### src/logic/ldmv_decode_map.vh
// constants for the load and move decode and timing block
// What this block does
// RULE1 - size bit: 0 byte, 1 word operation
// RULE2 - decode the four-bit general operand field
// RULE3 - decode the three-bit short destination field
// RULE4 - decode two-bit short source, one-bit address dest
// RULE5 - register zero byte store: selector, two cycles
// RULE6 - vector base load: split immediate, 8/4
// RULE7 - absolute extended load: 4 or 5 cycles
// RULE8 - displaced extended load: 4 or 5 cycles
// RULE9 - address pair extended load: 2-4 bytes, 4/5
// RULE10 - general immediate move: 2/3 cycles, word +byte
// RULE11 - quick immediate move: 1/2 cycles
// RULE12 - short byte immediate move: 1/2 cycles
// RULE13 - short immediate to address register: 2/1
// RULE14 - zero store byte move: 1/2 cycles
// RULE15 - general move: 2 cycles register, 3 memory
// RULE16 - move from stack offset: 2/3 cycles
// RULE17 - move to stack offset: 3/4 cycles
// RULE18 - unlisted operand codes are undefined
`ifndef LDMV_DECODE_MAP_VH
`define LDMV_DECODE_MAP_VH

// ==================================================================
// instruction form selector
`define LDMV_FORM_XLD_ABS    4'h0
`define LDMV_FORM_XLD_DSP    4'h1
`define LDMV_FORM_XLD_PAIR   4'h2
`define LDMV_FORM_VBASE      4'h3
`define LDMV_FORM_MOV_GIMM   4'h4
`define LDMV_FORM_MOV_QIMM   4'h5
`define LDMV_FORM_MOV_SBIMM  4'h6
`define LDMV_FORM_MOV_SAIMM  4'h7
`define LDMV_FORM_MOV_ZERO   4'h8
`define LDMV_FORM_MOV_GEN    4'h9
`define LDMV_FORM_MOV_S2A    4'hA
`define LDMV_FORM_MOV_R2M    4'hB
`define LDMV_FORM_MOV_M2R    4'hC
`define LDMV_FORM_MOV_FSP    4'hD
`define LDMV_FORM_MOV_TSP    4'hE

// ==================================================================
// operand mode codes
`define LDMV_MODE_DATA       3'h0
`define LDMV_MODE_ADDR       3'h1
`define LDMV_MODE_IND        3'h2
`define LDMV_MODE_DSP8_AREG  3'h3
`define LDMV_MODE_DSP8_BASE  3'h4
`define LDMV_MODE_DSP16_AREG 3'h5
`define LDMV_MODE_DSP16_SB   3'h6
`define LDMV_MODE_ABS16      3'h7

// base index for DSP8_BASE
`define LDMV_BASE_SB         2'h0
`define LDMV_BASE_FB         2'h1
`define LDMV_BASE_SP         2'h2

// far source index for extended loads
`define LDMV_FAR_ABS20       2'h0
`define LDMV_FAR_DSP20       2'h1
`define LDMV_FAR_PAIR        2'h2

// ==================================================================
// base byte counts (operand extension bytes are added)
`define LDMV_B_XLD_ABS       4'h5
`define LDMV_B_XLD_DSP       4'h5
`define LDMV_B_XLD_PAIR      4'h2
`define LDMV_B_VBASE         4'h8
`define LDMV_B_GIMM          4'h3
`define LDMV_B_QIMM          4'h2
`define LDMV_B_SBIMM         4'h2
`define LDMV_B_SAIMM         4'h2
`define LDMV_B_ZERO          4'h1
`define LDMV_B_GEN           4'h2
`define LDMV_B_SHORT         4'h1
`define LDMV_B_SP            4'h3

// ==================================================================
// cycle counts
`define LDMV_C_XLD_REG       3'h4
`define LDMV_C_XLD_MEM       3'h5
`define LDMV_C_VBASE         3'h4
`define LDMV_C_GIMM_REG      3'h2
`define LDMV_C_GIMM_MEM      3'h3
`define LDMV_C_QIMM_REG      3'h1
`define LDMV_C_QIMM_MEM      3'h2
`define LDMV_C_SBIMM_REG     3'h1
`define LDMV_C_SBIMM_MEM     3'h2
`define LDMV_C_SAIMM         3'h1
`define LDMV_C_ZERO_REG      3'h1
`define LDMV_C_ZERO_MEM      3'h2
`define LDMV_C_GEN_REG       3'h2
`define LDMV_C_GEN_MEM       3'h3
`define LDMV_C_SHORT_REG     3'h2
`define LDMV_C_SHORT_MEM     3'h3
`define LDMV_C_R2M           3'h2
`define LDMV_C_FSP_REG       3'h2
`define LDMV_C_FSP_MEM       3'h3
`define LDMV_C_TSP_REG       3'h3
`define LDMV_C_TSP_MEM       3'h4
`define LDMV_C_UNDEF         3'h1

`endif

### src/logic/ldmv_opnd_dec.v
// general four-bit operand field decoder
`timescale 1ns/10ps
`default_nettype none

module ldmv_opnd_dec (
  input  wire [3:0] code,
  output reg  [2:0] mode,
  output reg  [1:0] index,
  output reg  [1:0] ext,
  output reg        is_mem
);

`include "ldmv_decode_map.vh"

  // ================================================================
  // field decode
  always @* begin
    mode   = `LDMV_MODE_DATA;
    index  = 2'h0;
    ext    = 2'h0;
    is_mem = 1'b1;
    case (code[3:1]) // RULE2
      3'h0, 3'h1: begin
        mode   = `LDMV_MODE_DATA;
        index  = code[1:0];
        is_mem = 1'b0;
      end
      3'h2: begin
        mode   = `LDMV_MODE_ADDR;
        index  = {1'b0, code[0]};
        is_mem = 1'b0;
      end
      3'h3: begin
        mode  = `LDMV_MODE_IND;
        index = {1'b0, code[0]};
      end
      3'h4: begin
        mode  = `LDMV_MODE_DSP8_AREG;
        index = {1'b0, code[0]};
        ext   = 2'h1;
      end
      3'h5: begin
        // 1010 static base, 1011 frame base
        mode  = `LDMV_MODE_DSP8_BASE;
        index = code[0] ? `LDMV_BASE_FB : `LDMV_BASE_SB;
        ext   = 2'h1;
      end
      3'h6: begin
        mode  = `LDMV_MODE_DSP16_AREG;
        index = {1'b0, code[0]};
        ext   = 2'h2;
      end
      default: begin
        mode  = code[0] ? `LDMV_MODE_ABS16 : `LDMV_MODE_DSP16_SB;
        index = 2'h0;
        ext   = 2'h2;
      end
    endcase
  end

endmodule // ldmv_opnd_dec

`default_nettype wire

### src/logic/ldmv_decode.v
// load and move instruction decode with per-form cycle timing
`timescale 1ns/10ps
`default_nettype none

module ldmv_decode (
  input  wire        clk_sys,
  input  wire        resetn,
  input  wire        start,
  input  wire [3:0]  form,
  input  wire        size_word,
  input  wire [3:0]  gen_src,
  input  wire [3:0]  gen_dst,
  input  wire [2:0]  short_dst3,
  input  wire [1:0]  short_fld2,
  input  wire        short_fld1,
  input  wire [3:0]  immediate_high_nibble,
  input  wire [15:0] immediate_low_half,
  output reg         busy,
  output reg         done,
  output reg         undefined_code,
  output reg         word_op,
  output reg  [3:0]  inst_bytes,
  output reg  [2:0]  inst_cycles,
  output reg         src_is_imm,
  output reg         src_is_far,
  output reg  [2:0]  src_mode,
  output reg  [1:0]  src_index,
  output reg  [2:0]  dst_mode,
  output reg  [1:0]  dst_index,
  output reg  [19:0] vector_base,
  output reg         vector_base_we
);

`include "ldmv_decode_map.vh"

  // ================================================================
  // states
  localparam [1:0] ST_IDLE = 2'b01;
  localparam [1:0] ST_RUN  = 2'b10;

  // ================================================================
  // helpers
  function [3:0] add_ext;
    input [3:0] base;
    input [1:0] ext;
    begin
      add_ext = base + {2'b00, ext};
    end
  endfunction

  // packs {undef, mode, index, ext}
  function [7:0] short3_dec;
    input [2:0] f;
    begin
      case (f) // RULE3
        3'h3:    short3_dec = {1'b0, `LDMV_MODE_DATA, 2'h1, 2'h0};
        3'h4:    short3_dec = {1'b0, `LDMV_MODE_DATA, 2'h0, 2'h0};
        3'h5:    short3_dec = {1'b0, `LDMV_MODE_DSP8_BASE, `LDMV_BASE_SB, 2'h1};
        3'h6:    short3_dec = {1'b0, `LDMV_MODE_DSP8_BASE, `LDMV_BASE_FB, 2'h1};
        3'h7:    short3_dec = {1'b0, `LDMV_MODE_ABS16, 2'h0, 2'h2};
        default: short3_dec = {1'b1, `LDMV_MODE_DATA, 2'h0, 2'h0}; // RULE18
      endcase
    end
  endfunction

  // packs {mode, index, ext}
  function [6:0] short2_dec;
    input [1:0] f;
    begin
      case (f) // RULE4
        2'h0:    short2_dec = {`LDMV_MODE_DATA, 2'h0, 2'h0};
        2'h1:    short2_dec = {`LDMV_MODE_DSP8_BASE, `LDMV_BASE_SB, 2'h1};
        2'h2:    short2_dec = {`LDMV_MODE_DSP8_BASE, `LDMV_BASE_FB, 2'h1};
        default: short2_dec = {`LDMV_MODE_ABS16, 2'h0, 2'h2};
      endcase
    end
  endfunction

  // ================================================================
  // operand field decoders
  wire [2:0] gs_mode;
  wire [1:0] gs_index;
  wire [1:0] gs_ext;
  wire       gs_mem;
  wire [2:0] gd_mode;
  wire [1:0] gd_index;
  wire [1:0] gd_ext;
  wire       gd_mem;

  ldmv_opnd_dec u_src_dec (
    .code   (gen_src),
    .mode   (gs_mode),
    .index  (gs_index),
    .ext    (gs_ext),
    .is_mem (gs_mem)
  );

  ldmv_opnd_dec u_dst_dec (
    .code   (gen_dst),
    .mode   (gd_mode),
    .index  (gd_index),
    .ext    (gd_ext),
    .is_mem (gd_mem)
  );

  wire [7:0] s3   = short3_dec(short_dst3);
  wire [6:0] s2   = short2_dec(short_fld2);
  wire       s3_u = s3[7];
  wire       s3_m = (s3[6:4] != `LDMV_MODE_DATA);
  wire       s2_m = (s2[6:4] != `LDMV_MODE_DATA);

  // ================================================================
  // per-form decode
  reg [3:0] d_bytes;
  reg [2:0] d_cyc;
  reg       d_word;
  reg       d_imm;
  reg       d_far;
  reg [2:0] d_smode;
  reg [1:0] d_sidx;
  reg [2:0] d_dmode;
  reg [1:0] d_didx;
  reg       d_undef;

  always @* begin
    d_bytes = 4'h0;
    d_cyc   = `LDMV_C_UNDEF;
    d_word  = size_word; // RULE1
    d_imm   = 1'b0;
    d_far   = 1'b0;
    d_smode = gs_mode;
    d_sidx  = gs_index;
    d_dmode = gd_mode;
    d_didx  = gd_index;
    d_undef = 1'b0;
    case (form)
      `LDMV_FORM_XLD_ABS: begin
        d_far   = 1'b1;
        d_sidx  = `LDMV_FAR_ABS20;
        d_bytes = add_ext(`LDMV_B_XLD_ABS, gd_ext); // RULE7
        d_cyc   = gd_mem ? `LDMV_C_XLD_MEM : `LDMV_C_XLD_REG; // RULE7
      end
      `LDMV_FORM_XLD_DSP: begin
        d_far   = 1'b1;
        d_sidx  = `LDMV_FAR_DSP20;
        d_bytes = add_ext(`LDMV_B_XLD_DSP, gd_ext); // RULE8
        d_cyc   = gd_mem ? `LDMV_C_XLD_MEM : `LDMV_C_XLD_REG; // RULE8
      end
      `LDMV_FORM_XLD_PAIR: begin
        d_far   = 1'b1;
        d_sidx  = `LDMV_FAR_PAIR;
        d_bytes = add_ext(`LDMV_B_XLD_PAIR, gd_ext); // RULE9
        d_cyc   = gd_mem ? `LDMV_C_XLD_MEM : `LDMV_C_XLD_REG; // RULE9
      end
      `LDMV_FORM_VBASE: begin
        // the 20-bit value is carried as two immediates, high nibble first
        d_imm   = 1'b1;
        d_word  = 1'b0;
        d_smode = `LDMV_MODE_DATA;
        d_sidx  = 2'h0;
        d_dmode = `LDMV_MODE_DATA;
        d_didx  = 2'h0;
        d_bytes = `LDMV_B_VBASE; // RULE6
        d_cyc   = `LDMV_C_VBASE; // RULE6
      end
      `LDMV_FORM_MOV_GIMM: begin
        d_imm   = 1'b1;
        d_bytes = add_ext(`LDMV_B_GIMM, gd_ext) + {3'h0, size_word}; // RULE10
        d_cyc   = gd_mem ? `LDMV_C_GIMM_MEM : `LDMV_C_GIMM_REG; // RULE10
      end
      `LDMV_FORM_MOV_QIMM: begin
        d_imm   = 1'b1;
        d_bytes = add_ext(`LDMV_B_QIMM, gd_ext); // RULE11
        d_cyc   = gd_mem ? `LDMV_C_QIMM_MEM : `LDMV_C_QIMM_REG; // RULE11
      end
      `LDMV_FORM_MOV_SBIMM: begin
        d_imm   = 1'b1;
        d_word  = 1'b0;
        d_dmode = s3[6:4];
        d_didx  = s3[3:2];
        d_undef = s3_u;
        d_bytes = add_ext(`LDMV_B_SBIMM, s3[1:0]); // RULE12
        d_cyc   = s3_m ? `LDMV_C_SBIMM_MEM : `LDMV_C_SBIMM_REG; // RULE12
      end
      `LDMV_FORM_MOV_SAIMM: begin
        d_imm   = 1'b1;
        d_dmode = `LDMV_MODE_ADDR;
        d_didx  = {1'b0, short_fld1};
        d_bytes = `LDMV_B_SAIMM + {3'h0, size_word}; // RULE13
        d_cyc   = `LDMV_C_SAIMM + {2'h0, size_word}; // RULE13
      end
      `LDMV_FORM_MOV_ZERO: begin
        d_imm   = 1'b1;
        d_word  = 1'b0;
        d_dmode = s3[6:4];
        d_didx  = s3[3:2];
        d_undef = s3_u;
        d_bytes = add_ext(`LDMV_B_ZERO, s3[1:0]); // RULE14
        d_cyc   = s3_m ? `LDMV_C_ZERO_MEM : `LDMV_C_ZERO_REG; // RULE14
      end
      `LDMV_FORM_MOV_GEN: begin
        d_bytes = add_ext(add_ext(`LDMV_B_GEN, gs_ext), gd_ext);
        d_cyc   = gs_mem ? `LDMV_C_GEN_MEM : `LDMV_C_GEN_REG; // RULE15
      end
      `LDMV_FORM_MOV_S2A: begin
        d_word  = 1'b0;
        d_smode = s2[6:4];
        d_sidx  = s2[3:2];
        d_dmode = `LDMV_MODE_ADDR;
        d_didx  = {1'b0, short_fld1}; // RULE4
        d_bytes = add_ext(`LDMV_B_SHORT, s2[1:0]);
        d_cyc   = s2_m ? `LDMV_C_SHORT_MEM : `LDMV_C_SHORT_REG;
      end
      `LDMV_FORM_MOV_R2M: begin
        d_word  = 1'b0;
        d_smode = `LDMV_MODE_DATA;
        d_sidx  = {1'b0, short_fld1}; // RULE5
        d_dmode = s2[6:4];
        d_didx  = s2[3:2];
        d_undef = (short_fld2 == 2'h0); // RULE18
        d_bytes = add_ext(`LDMV_B_SHORT, s2[1:0]);
        d_cyc   = `LDMV_C_R2M; // RULE5
      end
      `LDMV_FORM_MOV_M2R: begin
        d_word  = 1'b0;
        d_smode = s2[6:4];
        d_sidx  = s2[3:2];
        d_dmode = `LDMV_MODE_DATA;
        d_didx  = {1'b0, short_fld1};
        d_bytes = add_ext(`LDMV_B_SHORT, s2[1:0]);
        d_cyc   = s2_m ? `LDMV_C_SHORT_MEM : `LDMV_C_SHORT_REG;
      end
      `LDMV_FORM_MOV_FSP: begin
        d_smode = `LDMV_MODE_DSP8_BASE;
        d_sidx  = `LDMV_BASE_SP;
        d_bytes = add_ext(`LDMV_B_SP, gd_ext);
        d_cyc   = gd_mem ? `LDMV_C_FSP_MEM : `LDMV_C_FSP_REG; // RULE16
      end
      `LDMV_FORM_MOV_TSP: begin
        d_dmode = `LDMV_MODE_DSP8_BASE;
        d_didx  = `LDMV_BASE_SP;
        d_bytes = add_ext(`LDMV_B_SP, gs_ext);
        d_cyc   = gs_mem ? `LDMV_C_TSP_MEM : `LDMV_C_TSP_REG; // RULE17
      end
      default: begin
        d_undef = 1'b1; // RULE18
      end
    endcase
    // an undefined encoding spends a single cycle so the pipe never hangs
    if (d_undef) begin
      d_cyc = `LDMV_C_UNDEF; // RULE18
    end
  end

  // ================================================================
  // cycle sequencer
  reg [1:0] state_reg;
  reg [1:0] state_next;
  reg [2:0] cnt_reg;
  reg [2:0] cnt_next;
  reg       vb_pend_reg;
  reg       vb_pend_next;
  wire      take = (state_reg == ST_IDLE) && start;
  wire      last = (state_reg == ST_RUN) && (cnt_reg == 3'h1);

  always @* begin
    state_next   = state_reg;
    cnt_next     = cnt_reg;
    vb_pend_next = vb_pend_reg;
    case (state_reg)
      ST_IDLE: begin
        if (start) begin
          state_next   = ST_RUN;
          cnt_next     = d_cyc;
          vb_pend_next = (form == `LDMV_FORM_VBASE);
        end
      end
      ST_RUN: begin
        if (cnt_reg == 3'h1) begin
          state_next   = ST_IDLE;
          cnt_next     = 3'h0;
          vb_pend_next = 1'b0;
        end else begin
          cnt_next = cnt_reg - 3'h1;
        end
      end
      default: begin
        state_next   = ST_IDLE;
        cnt_next     = 3'h0;
        vb_pend_next = 1'b0;
      end
    endcase
  end

  always @(posedge clk_sys or negedge resetn) begin
    if (!resetn) begin
      state_reg   <= ST_IDLE;
      cnt_reg     <= 3'h0;
      vb_pend_reg <= 1'b0;
    end else begin
      state_reg   <= state_next;
      cnt_reg     <= cnt_next;
      vb_pend_reg <= vb_pend_next;
    end
  end

  // ================================================================
  // registered outputs
  always @(posedge clk_sys or negedge resetn) begin
    if (!resetn) begin
      busy           <= 1'b0;
      done           <= 1'b0;
      vector_base_we <= 1'b0;
    end else begin
      busy           <= (state_next == ST_RUN);
      done           <= last;
      vector_base_we <= last && vb_pend_reg;
    end
  end

  // decode results hold from acceptance until the next accepted start
  always @(posedge clk_sys or negedge resetn) begin
    if (!resetn) begin
      undefined_code <= 1'b0;
      word_op        <= 1'b0;
      inst_bytes     <= 4'h0;
      inst_cycles    <= 3'h0;
      src_is_imm     <= 1'b0;
      src_is_far     <= 1'b0;
      src_mode       <= 3'h0;
      src_index      <= 2'h0;
      dst_mode       <= 3'h0;
      dst_index      <= 2'h0;
      vector_base    <= 20'h00000;
    end else if (take) begin
      undefined_code <= d_undef;
      word_op        <= d_word;
      inst_bytes     <= d_bytes;
      inst_cycles    <= d_cyc;
      src_is_imm     <= d_imm;
      src_is_far     <= d_far;
      src_mode       <= d_smode;
      src_index      <= d_sidx;
      dst_mode       <= d_dmode;
      dst_index      <= d_didx;
      if (form == `LDMV_FORM_VBASE) begin
        vector_base <= {immediate_high_nibble, immediate_low_half}; // RULE6
      end
    end
  end

endmodule // ldmv_decode

`default_nettype wire

### config.mk
export PLATFORM = sky130hd
export DESIGN_NAME = ldmv_decode
export DESIGN_NICKNAME = d
export VERILOG_FILES = /design/src/logic/ldmv_opnd_dec.v /design/src/logic/ldmv_decode.v
export VERILOG_INCLUDE_DIRS = /design/src /design/src/logic
export SDC_FILE = /design/constraint.sdc
export NUM_CORES = 1
export LEC_CHECK = 0
export BUFFER_PORTS_ARGS = -buffer_cell sky130_fd_sc_hd__buf_2
export CORE_MARGIN = 3
export CORE_UTILIZATION = 55
export DETAILED_ROUTE_END_ITERATION = 16
export GPL_TIMING_DRIVEN = 0
export HOLD_SLACK_MARGIN = 0.1
export PLACE_DENSITY = 0.92
export SYNTH_ARGS = -nofsm -noshare
export SYNTH_HDL_FRONTEND = slang
export SYNTH_SLANG_ARGS = --single-unit
### constraint.sdc
create_clock -name clk_sys -period 2.8 [get_ports clk_sys]
set_clock_uncertainty 0.05 [all_clocks]
set_input_delay 0.56 -clock clk_sys [delete_from_list [all_inputs] [get_ports clk_sys]]
set_output_delay 0.56 -clock clk_sys [all_outputs]
set_load 0.03 [all_outputs]
# After elaboration in Yosys (flattened, before gate mapping)

Cells that the tools add are included.

Order comparisons: 0
Div/mod/pow operators: 0
Shift-type cells: 0
Eq/ne operators: 39
Multipliers: 0
Muxes and demuxes: 39
$add $sub $neg: 13
Bitwise gates (word level): 0
Reduce and logical (&&, ||, !) cells: 37

Operators by type and width:

| operator                                                         | number |
|---|---|
| 4-bit case mux with 11 select lines                              | 1 |
| 8-bit case mux with 5 select lines                               | 1 |
| 3-bit case mux with 6 select lines                               | 2 |
| 3-bit == test (second input constant)                            | 10 |
| 3-bit case mux with 10 select lines                              | 1 |
| 4-bit == test (second input constant)                            | 7 |
| 2-bit OR reduction                                               | 14 |
| 7-bit case mux with 3 select lines                               | 1 |
| 2-bit case mux with 5 select lines                               | 2 |
| 4-bit by 3-bit == test with 1-bit output (second input constant) | 4 |
| 4-bit OR reduction                                               | 4 |
| 2-bit by 2-bit adder with 3-bit output (first input constant)    | 5 |
| 3-bit by 2-bit == test with 1-bit output (second input constant) | 5 |
| 3-bit case mux with 5 select lines                               | 1 |
| 3-bit OR reduction                                               | 5 |
| 1-bit 2-to-1 mux                                                 | 13 |
| 3-bit 2-to-1 mux                                                 | 4 |
| 2-bit case mux with 2 select lines                               | 3 |
| 2-bit case mux with 3 select lines                               | 2 |
| 12-bit OR reduction                                              | 1 |
| 6-bit OR reduction                                               | 2 |
| 3-bit by 1-bit == test with 1-bit output (second input constant) | 3 |
| 3-bit case mux with 3 select lines                               | 1 |
| 4-bit by 2-bit == test with 1-bit output (second input constant) | 2 |
| other kinds (22)                                                 | 34 |

Memory bits (read-only): 0
Latch bits: 0
Memories kept: 0
Register bits: 50
RAM bits: 0

# Longest topological paths before layout

Gate-level depths: netlist of run 1.

Word-level depth: 8
Gate-level depth with buffers: 9
Gate-level depth less buffers: 8

# Cells and area by module

A second synthesis of run 1 with hierarchy kept.

Cell total of the unflattened synthesis: 400
Area total of the unflattened synthesis: 3589.7 um^2

By module, submodules not included:

| module                    | cells each | sequential area each (um^2) | area each (um^2) | times used |
|---|---|---|---|---|
| ldmv_decode               | 377        | 1252.5                      | 3410.8           | 1 |
| ldmv_opnd_dec (u_src_dec) | 12         | 0.0                         | 93.8             | 1 |
| ldmv_opnd_dec (u_dst_dec) | 11         | 0.0                         | 85.1             | 1 |

# Least setup slack after synthesis of run 1

OpenSTA, ideal clock, no wires.

Path kind: input to register
Start: in form[2]
End: reg inst_bytes[1]
Arrival: 1.898 ns
Stages on the path: 8
Setup slack: 0.720 ns
Path through: buf_6 > nor3b_1 > o21ai_1 > mux2i_1 > inv_1 > ha_1 > a221oi_1 > a21oi_1

Cells in the longest elaborated chain, start to end: 3

Ends and longest elaborated chain:

| item                                                               | line              | source |
|---|---|---|
| start: declaration                                                 | ldmv_decode.v:9   | `input wire [3:0] form,` |
| 4-bit == test (tied with other cells)                              | --                |  |
| 3-bit OR reduction (no line) or 2-bit OR reduction (tied branches) | --                |  |
| 4-bit case mux with 11 select lines *                              | ldmv_decode.v:136 | `case (form)` |
| end signal: assignment                                             | ldmv_decode.v:338 | `inst_bytes <= d_bytes;` |
| end: declaration                                                   | ldmv_decode.v:22  | `output reg [3:0] inst_bytes,` |

Every way passes the cells marked *; elsewhere a longest branch is shown, timed or not.
A chain may end at the register's enable or synchronous reset.

# Worst setup path in the final report of run 1

Start: reg state_reg[0]
End: reg src_mode[1]

Cells in the longest elaborated chain, start to end: 2

Ends and longest elaborated chain:

| item                                     | line              | source |
|---|---|---|
| start: declaration                       | ldmv_decode.v:257 | `reg [1:0] state_reg;` |
| start signal: assignment                 | ldmv_decode.v:301 | `state_reg <= state_next;` |
| 2-bit by 1-bit == test with 1-bit output | ldmv_decode.v:263 | `wire take = (state_reg == ST_IDLE) && start;` |
| 1-bit logical AND                        | ldmv_decode.v:263 |  |
| end signal: assignment                   | ldmv_decode.v:342 | `src_mode <= d_smode;` |
| end: declaration                         | ldmv_decode.v:26  | `output reg [2:0] src_mode,` |

Every way passes these cells.

==> out/metrics.cfg, run 1 <==
[status]
status=complete, no violations

[floorplan]
io_pins=86
placementRows=27
die_x_um=84.2
die_area_um2=7090
initial_core_util_pct=58.9
chipHeight_um=84.2
core_um2=5710

[drt]
wl_per_cell_um=21.4
drt_iter0_drc=427
drtPass1Iterations=8
num_vias=3424
ant_nets=0
wirelength_mm=11.5
remaining_drc_errors=0
via_per_inst=6.36

[cts]
clkSinkCount=50
insertion_delay_ns=0.31
numCtsBuffers=5
cts_hold_buf=0
root_buffer=clkbuf_8
clkTransAtPathRegs_ns=0.10
htree_num_levels=2
tritoncts=built
cts_setup_buffers=0
post_cts_resized=0
clk_path_buf_depth=2

[timing]
hold_slack_ns=0.393
drv_slew=0
tightest_slew_ns=1.09
period_share_pct=81.6
period_minus_slack_ns=2.29
setup-tns-final_ns=0
slew_headroom_pct=27.4
fmax_mhz=437
finalSetupViolCount=0
hold_violations=0
rsz0062_at_grt=false

[synthesis]
ys_seq_area_share_pct=37.2
synth_ff_type=dfrtp_1
synth_area_per_cell_um2=8.92
synth_top_family_by_area=compound AO/OA/AOI/OAI gates
yosysWarnings=0
muxShareOfSynthArea_pct=8.85
synth_cells=377
synth_nets=433
synth_edf_count=0
synth_compound_area_share_pct=23.5
ys_seq_elements=50
synth_cell_types=61
syn_area_um2=3360
yosys.area_share.simple_pct=16.4
async_flop_share_pct=100
synth_xor_area_share_pct=1.30
synth_fa_ha_area_share_pct=5.21

[global_routing]
overflow=0
grt_max_degree=51
grt_pass1_vias=3341
antenna_found_initial=0
grt_pass1_wl_mm=17.8
grt_util_all_layers_pct=32.1

[cells_and_area]
fill_cells=457
diodes=0
utilization_pct=69.7
layout_common_cells=buf_2 (90), dfrtp_1 (49), nand2_1 (35)
drive_gt1_share_pct=28.8
largest_reg_flops=20
mostFrequentLayoutCell=buf_2
area_delta_synth_final_pct=18.3
regMostFlops=vector_base
reg_top3=vector_base x20, inst_bytes x4
layout.nets=521

[setup_path]
crit_path_top_delay_cell=dfstp_2
cp_max_fo=10
critPathMaxStageDelay_ns=0.55
path_cells=ha_1 > and2_1 > clkbuf_1 > buf_1 > nor2_1 > a31oi_1
critPathCaptureType=flop
reg2reg_slack_ns=0.51
critical-path-top-delay-family=buffers and inverters
start_kind=flop
worstPathRequired_ns=2.97
worst-setup-path-type=flop to flop
critPathBufInv=2
arrival_ns=2.46

[job]
max_cap_violations=0

[pwr]
leakagePower_nw=1.90
peakVddDrop_mv=0.652
p_total_mw=3.59
power_density_nw_per_um2=902

[min_path]
hp-class=input pin to asynchronous set/reset pin

[placed_design]
place_congestion=1.00
place_hpwl_mm=8.72
io_buffers=81

## power by group
group          switching (mW)  internal [mW]
clock                   0.248          0.294
combinational            1.24          0.586
sequential              0.175           1.04
## cells in the mapped netlist (2+ instances only)
| master | count | area [µm²] |
|---|---|---|
| nor2b_1 | 8 | 50.1 |
| o21a_1 | 2 | 15.0 |
| buf_2 | 9 | 45.0 |
| or3_1 | 3 | 18.8 |
| and3_1 | 2 | 12.5 |
| nand3_1 | 12 | 60.1 |
| a2bb2oi_1 | 2 | 17.5 |
| a211oi_1 | 2 | 15.0 |
| nor2_1 | 24 | 90.1 |
| ha_1 | 14 | 175 |
| xnor2_1 | 2 | 17.5 |
| a22o_1 | 3 | 26.3 |
| o32ai_1 | 2 | 17.5 |
| a21oi_1 | 23 | 115 |
| a211o_1 | 3 | 26.3 |
| a32oi_1 | 2 | 17.5 |
| a22oi_1 | 4 | 30.0 |
| clkbuf_1 | 11 | 41.3 |
| a31oi_1 | 9 | 56.3 |
| nand4_1 | 4 | 25.0 |
| nor3_1 | 5 | 25.0 |
| clkinv_1 | 2 | 7.51 |
| a21boi_0 | 2 | 15.0 |
| o31ai_1 | 9 | 67.6 |
| o211ai_1 | 6 | 45.0 |
| nand2b_1 | 5 | 31.3 |
| buf_6 | 5 | 56.3 |
| xor2_1 | 3 | 26.3 |
| a221oi_1 | 5 | 43.8 |
| nand2_1 | 35 | 131 |
| mux2i_1 | 5 | 50.1 |
| mux2_2 | 22 | 248 |
| a21o_1 | 3 | 22.5 |
| buf_4 | 4 | 30.0 |
| o21ai_0 | 25 | 125 |
| and2_1 | 4 | 25.0 |
| o22ai_1 | 5 | 31.3 |
| nor3b_1 | 2 | 15.0 |
| inv_1 | 18 | 67.6 |
| dfrtp_1 | 49 | 1230 |
| o21ai_2 | 2 | 17.5 |
## per-stage QoR
| stage | instance area [µm²] | setup WS (ns) | std cells |
|---|---|---|---|
| after CTS | 3980 | 0.561 | 538 |
| after global placement | 3860 | 0.317 | 530 |
| after detailed placement | 3860 | 0.293 | 530 |
| after global routing | 3980 | 0.381 | 538 |
| after floorplan | 3360 | 0.720 | 377 |
| final | 3980 | 0.514 | 538 |
## per-layer routing
metal / up-vias / GRT usage, % / part of all wire, % / routed length (µm)
met3: 38 / 9.72 / 10 / 1190
met1: 1603 / 40.5 / 39 / 4530
met2: 238 / 51.2 / 47 / 5370
met5: - / 0 / 0 / 0
met4: 0 / 13.6 / 3.7 / 420
li1: 1545 / - / - / -
## worst paths after layout
path / start / end / cells after the start
setup / recovery: state_reg[0] / src_mode[1] / 6
hold / removal: resetn / inst_bytes[0] / 1
setup reg to reg: state_reg[0] / src_mode[1] / 6
hold reg to reg: word_op / word_op / 2
max in group asynchronous: resetn / vector_base[3] / 1
min in group clk_sys: immediate_low_half[6] / vector_base[6] / 2
## area by class of cell
| cell class | instances | area (µm²) | area share, % |
|---|---|---|---|
| multi-input cells | 277 | 1860 | 46.7 |
| flip-flops and latches | 50 | 1250 | 31.5 |
| repair buffers | 81 | 405 | 10.2 |
| plain buffers | 30 | 176 | 4.43 |
| well taps | 72 | 90.1 | 2.26 |
| clock buffers | 6 | 82.6 | 2.07 |
| inverters | 20 | 75.1 | 1.89 |
| clock inverters | 2 | 38.8 | 0.975 |
## kinds of logic after synthesis
logic type	count (synthesis)
compound gates	119
xor+xnor	5
fa+ha+maj	14
buf+inv	50
flops	50
mux	27
simple gates	112
Power figures use the tool's default switching activity.
==> inputs of run 2 (changes only) <==
CORE_UTILIZATION = 49   (was 55)
PLACE_DENSITY = 0.88   (was 0.92)
clock period = 2 ns   (was 2.8 ns; I/O delays follow)
==> out/metrics.cfg, run 2 (synthesized netlist as in run 1, its figures left out) <==
[floorplan]
io_pins=86
core_um2=6490
die_x_um=88.8
initial_core_util_pct=51.8
chipHeight_um=88.8
die_area_um2=7890
placementRows=29

[timing]
tightest_slew_ns=1.10
slew_headroom_pct=27.0
period_minus_slack_ns=1.87
period_share_pct=93.6
finalSetupViolCount=0
hold_violations=0
rsz0062_at_grt=false
fmax_mhz=534
drv_slew=0

[placed_design]
place_hpwl_mm=8.08
place_congestion=0.990
place_area_um2=3860
dp_cells=535
io_buffers=81

[global_routing]
grt_pass1_vias=3133
grt_pass1_wl_mm=16.0
antenna_found_initial=0
grt_max_degree=51
overflow=0
grt_util_all_layers_pct=26.7

[drt]
ant_nets=0
drtPass1Iterations=6
wirelength_mm=10.4
wl_per_cell_um=19.2
remaining_drc_errors=0
num_vias=3340
drt_iter0_drc=270
via_per_inst=6.15

[pwr]
p_sw_share_pct=46.9
clkPwrFrac_pct=12.3
combPwrFrac_pct=52.5
intPower_mw=2.55
peakVddDrop_mv=0.504
leakagePower_nw=1.90
power_density_nw_per_um2=1200
power_switching_mw=2.25
seqPwrFrac_pct=35.2
p_total_mw=4.80

[cells_and_area]
area_delta_synth_final_pct=18.7
fin_cells=543
diodes=0
mostFrequentLayoutCell=buf_2
reg_top3=vector_base x20, inst_bytes x4
layout_common_cells=buf_2 (91), dfrtp_1 (49), nand2_1 (34)
regMostFlops=vector_base
utilization_pct=61.5
drive_gt1_share_pct=30.5
largest_reg_flops=20
final_cell_area_um2=3990
layout.nets=521

[setup_path]
critPathCaptureType=flop
reg2reg_slack_ns=0.13
worstPathRequired_ns=2.14
worst-setup-path-type=flop to flop
cp_max_fo=10
critical-path-top-delay-family=flip-flops
critPathBufInv=1
arrival_ns=2.01
start_kind=flop
critPathMaxStageDelay_ns=0.57
regToRegStartpoint=state_reg[0]
reg2reg_depth=5
crit_path_top_delay_cell=dfstp_2
crit_start=state_reg[0]
r2r_end=vector_base[1]
path_cells=ha_4 > nand2_4 > nor3_4 > buf_6 > mux2_2

[min_path]
hp-class=input pin to asynchronous set/reset pin

[cts]
clkSinkCount=50
htree_num_levels=2
cts_hold_buf=0
numCtsBuffers=5
insertion_delay_ns=0.30
tritoncts=built
clkTransAtPathRegs_ns=0.09
clk_path_buf_depth=2
root_buffer=clkbuf_8

[status]
status=complete, no violations

[job]
max_cap_violations=0

run 2: power by group through the flow:
| stage | registers (mW) | logic, mW | clock network, mW |
|---|---|---|---|
| final | 1.69 | 2.52 | 0.590 |
| after global routing | 1.74 | 2.72 | 0.648 |
| after detailed placement | 1.71 | 2.49 | 0 |
| after CTS | 1.68 | 2.51 | 0.598 |
| after global placement | 1.67 | 2.44 | 0 |
| after floorplan | 2.50 | 0.908 | 0 |
run 2: repair_timing:
action | in CTS | in global routing
pin swaps | 1 | 1
resized for setup | 5 | 4
setup endpoints to repair | 30 | 2
buffers inserted | 1 | 0
run 2: metal layers:
layer	share of wire (%)	routed length [µm]	vias to the layer above	GRT usage (%)
li1	-	-	1549	-
met1	40	4200	1578	34.0
met2	47	4950	185	44.4
met5	0	0	-	0
met4	4.0	417	0	13.2
met3	8.4	881	28	3.45
run 2: area by class of cell:
type                       count  area, µm²
buffer                        29        174
clock inverter                 3       21.3
tap                           77       96.3
inverter                      20       75.1
timing repair buffer          82        413
fill                         528       2500
clock buffer                   5       68.8
multi-input combinational    277       1890
sequential                    50       1250
run 2: worst reg2reg max path, delay by kind of cell, from the launching register on:
kind / cells / cell delay (ns)
buf+inv: 1 / 0.19
flops: 1 / 0.57
fa+ha+maj: 1 / 0.18
mux: 1 / 0.35
simple gates: 2 / 0.41
run 2: worst max path at each step:
stage                     end  cells past startpoint
6_report       vector_base[1]                      5
4_1_cts         inst_bytes[1]                      9
2_1_floorplan   inst_bytes[1]                      8
5_1_grt         inst_bytes[1]                      9
3_5_place_dp   vector_base[1]                      5
3_3_place_gp    inst_bytes[1]                      9
run 2: per-stage QoR:
step           hold WS, ns  setup TNS (ns)  setup slack [ns]
5_1_grt              0.267               0            0.0412
2_1_floorplan       0.0544               0            0.0799
3_5_place_dp         0.418           -6.43            -0.284
6_report             0.233               0             0.128
3_3_place_gp         0.409           -5.47            -0.327
4_1_cts              0.267               0            0.0587
==> inputs of run 3 (changes only) <==
REMOVE_ABC_BUFFERS = 1   (was not set)
==> out/metrics.cfg, run 3 (synthesized netlist as in run 1, its figures left out) <==
[drt]
remaining_drc_errors=0
ant_nets=0
drt_iter0_drc=369
drtPass1Iterations=5
num_vias=3223
wl_per_cell_um=17.6
via_per_inst=6.17
wirelength_mm=9.21

[cts]
htree_num_levels=2
clkTransAtPathRegs_ns=0.09
root_buffer=clkbuf_8
tritoncts=built
clkSinkCount=50
clk_path_buf_depth=2
cts_hold_buf=0
insertion_delay_ns=0.30
numCtsBuffers=5

[timing]
period_minus_slack_ns=1.87
rsz0062_at_grt=false
slew_headroom_pct=27.2
finalSetupViolCount=0
tightest_slew_ns=1.09
period_share_pct=93.4
drv_slew=0
fmax_mhz=535
hold_violations=0
setup-tns-final_ns=0

[job]
max_cap_violations=0

[floorplan]
die_area_um2=7890
die_x_um=88.8
placementRows=29
io_pins=86
initial_core_util_pct=51.8
chipHeight_um=88.8
core_um2=6490

[setup_path]
worst-setup-path-type=input pin to flop
start_kind=input pin
arrival_ns=2.00
worstPathRequired_ns=2.13
cp_max_fo=37
reg2reg_slack_ns=0.13
regToRegStartpoint=state_reg[0]
reg2reg_depth=5
critPathCaptureType=flop
r2r_end=vector_base[15]

[cells_and_area]
layout.nets=500
fin_cells=522
reg_top3=vector_base x20, inst_bytes x4
diodes=0
drive_gt1_share_pct=29.0
layout_common_cells=buf_2 (81), dfrtp_1 (49), nand2_1 (34)
largest_reg_flops=20
regMostFlops=vector_base
mostFrequentLayoutCell=buf_2
area_delta_synth_final_pct=16.6

[global_routing]
antenna_found_initial=0
grt_pass1_vias=3003
grt_pass1_wl_mm=14.4
overflow=0
grt_max_degree=51
grt_util_all_layers_pct=23.6

[placed_design]
place_hpwl_mm=6.53
dp_cells=509
place_congestion=0.969
io_buffers=85

[pwr]
power_density_nw_per_um2=1240
leakagePower_nw=1.85
peakVddDrop_mv=0.416

[status]
status=complete, no violations

[min_path]
hp-class=input pin to asynchronous set/reset pin

run 3: repair_timing:
action / CTS / global route
pin swaps: 2 / 0
setup buffers: 3 / 1
gates cloned: 1 / 0
gates resized for setup: 12 / 4
setup endpoints to repair: 31 / 8
run 3: worst max-delay path, cell delays in order:
cell and delay (ns):
buf_6 0.23, nor2b_1 0.12, o21ai_2 0.22, mux2i_1 0.28, inv_1 0.07, ha_1 0.29
a221oi_1 0.28, a21oi_1 0.10
run 3: metrics by stage:
step / instance area [µm²] / power, mW / hold WS (ns) / util, % / worst slack [ns]
after global routing: 3920 / 5.19 / 0.264 / 60.4 / 0.0169
after floorplan: 3190 / 3.34 / 0.0544 / - / -0.436
after detailed placement: 3710 / 4.12 / 0.412 / 57.1 / -1.02
after global placement: 3710 / 4.03 / 0.407 / 57.1 / -0.932
final: 3920 / 4.86 / 0.250 / 60.4 / 0.132
after CTS: 3890 / 4.87 / 0.275 / 59.9 / 0.00194
run 3: area by class of cell:
| cell class | instances | area, µm² |
|---|---|---|
| Timing Repair Buffer | 89 | 473 |
| Inverter | 20 | 75.1 |
| Clock buffer | 6 | 72.6 |
| Multi-Input combinational cell | 278 | 1920 |
| Sequential cell | 50 | 1250 |
| Clock inverter | 2 | 37.5 |
| Fill cell | 577 | 2570 |
| Tap cell | 77 | 96.3 |
run 3: report_power, final:
group          leakage [nW]  internal, mW  switching, mW
Clock                0.0514         0.373          0.325
Sequential            0.633          1.46          0.222
Combinational          1.17         0.829           1.65
run 3: how the worst max path moves through the flow:
| stage | slack, ns | endpoint | start |
|---|---|---|---|
| after global placement | -0.93 | vector_base[6] | state_reg[0] |
| after global routing | 0.02 | inst_bytes[1] | form[2] |
| after CTS | 0.002 | inst_bytes[1] | form[1] |
| after floorplan | -0.44 | vector_base[0] | state_reg[0] |
| after detailed placement | -1.02 | vector_base[9] | state_reg[0] |
| final | 0.13 | inst_bytes[1] | form[2] |
run 3: per-layer routing:
layer | wire length, µm | GRT usage, % | vias up
li1 | - | - | 1507
met1 | 3870 | 31.2 | 1495
met2 | 4250 | 37.9 | 198
met3 | 885 | 4.93 | 23
met4 | 208 | 8.65 | 0
met5 | 0 | 0 | -
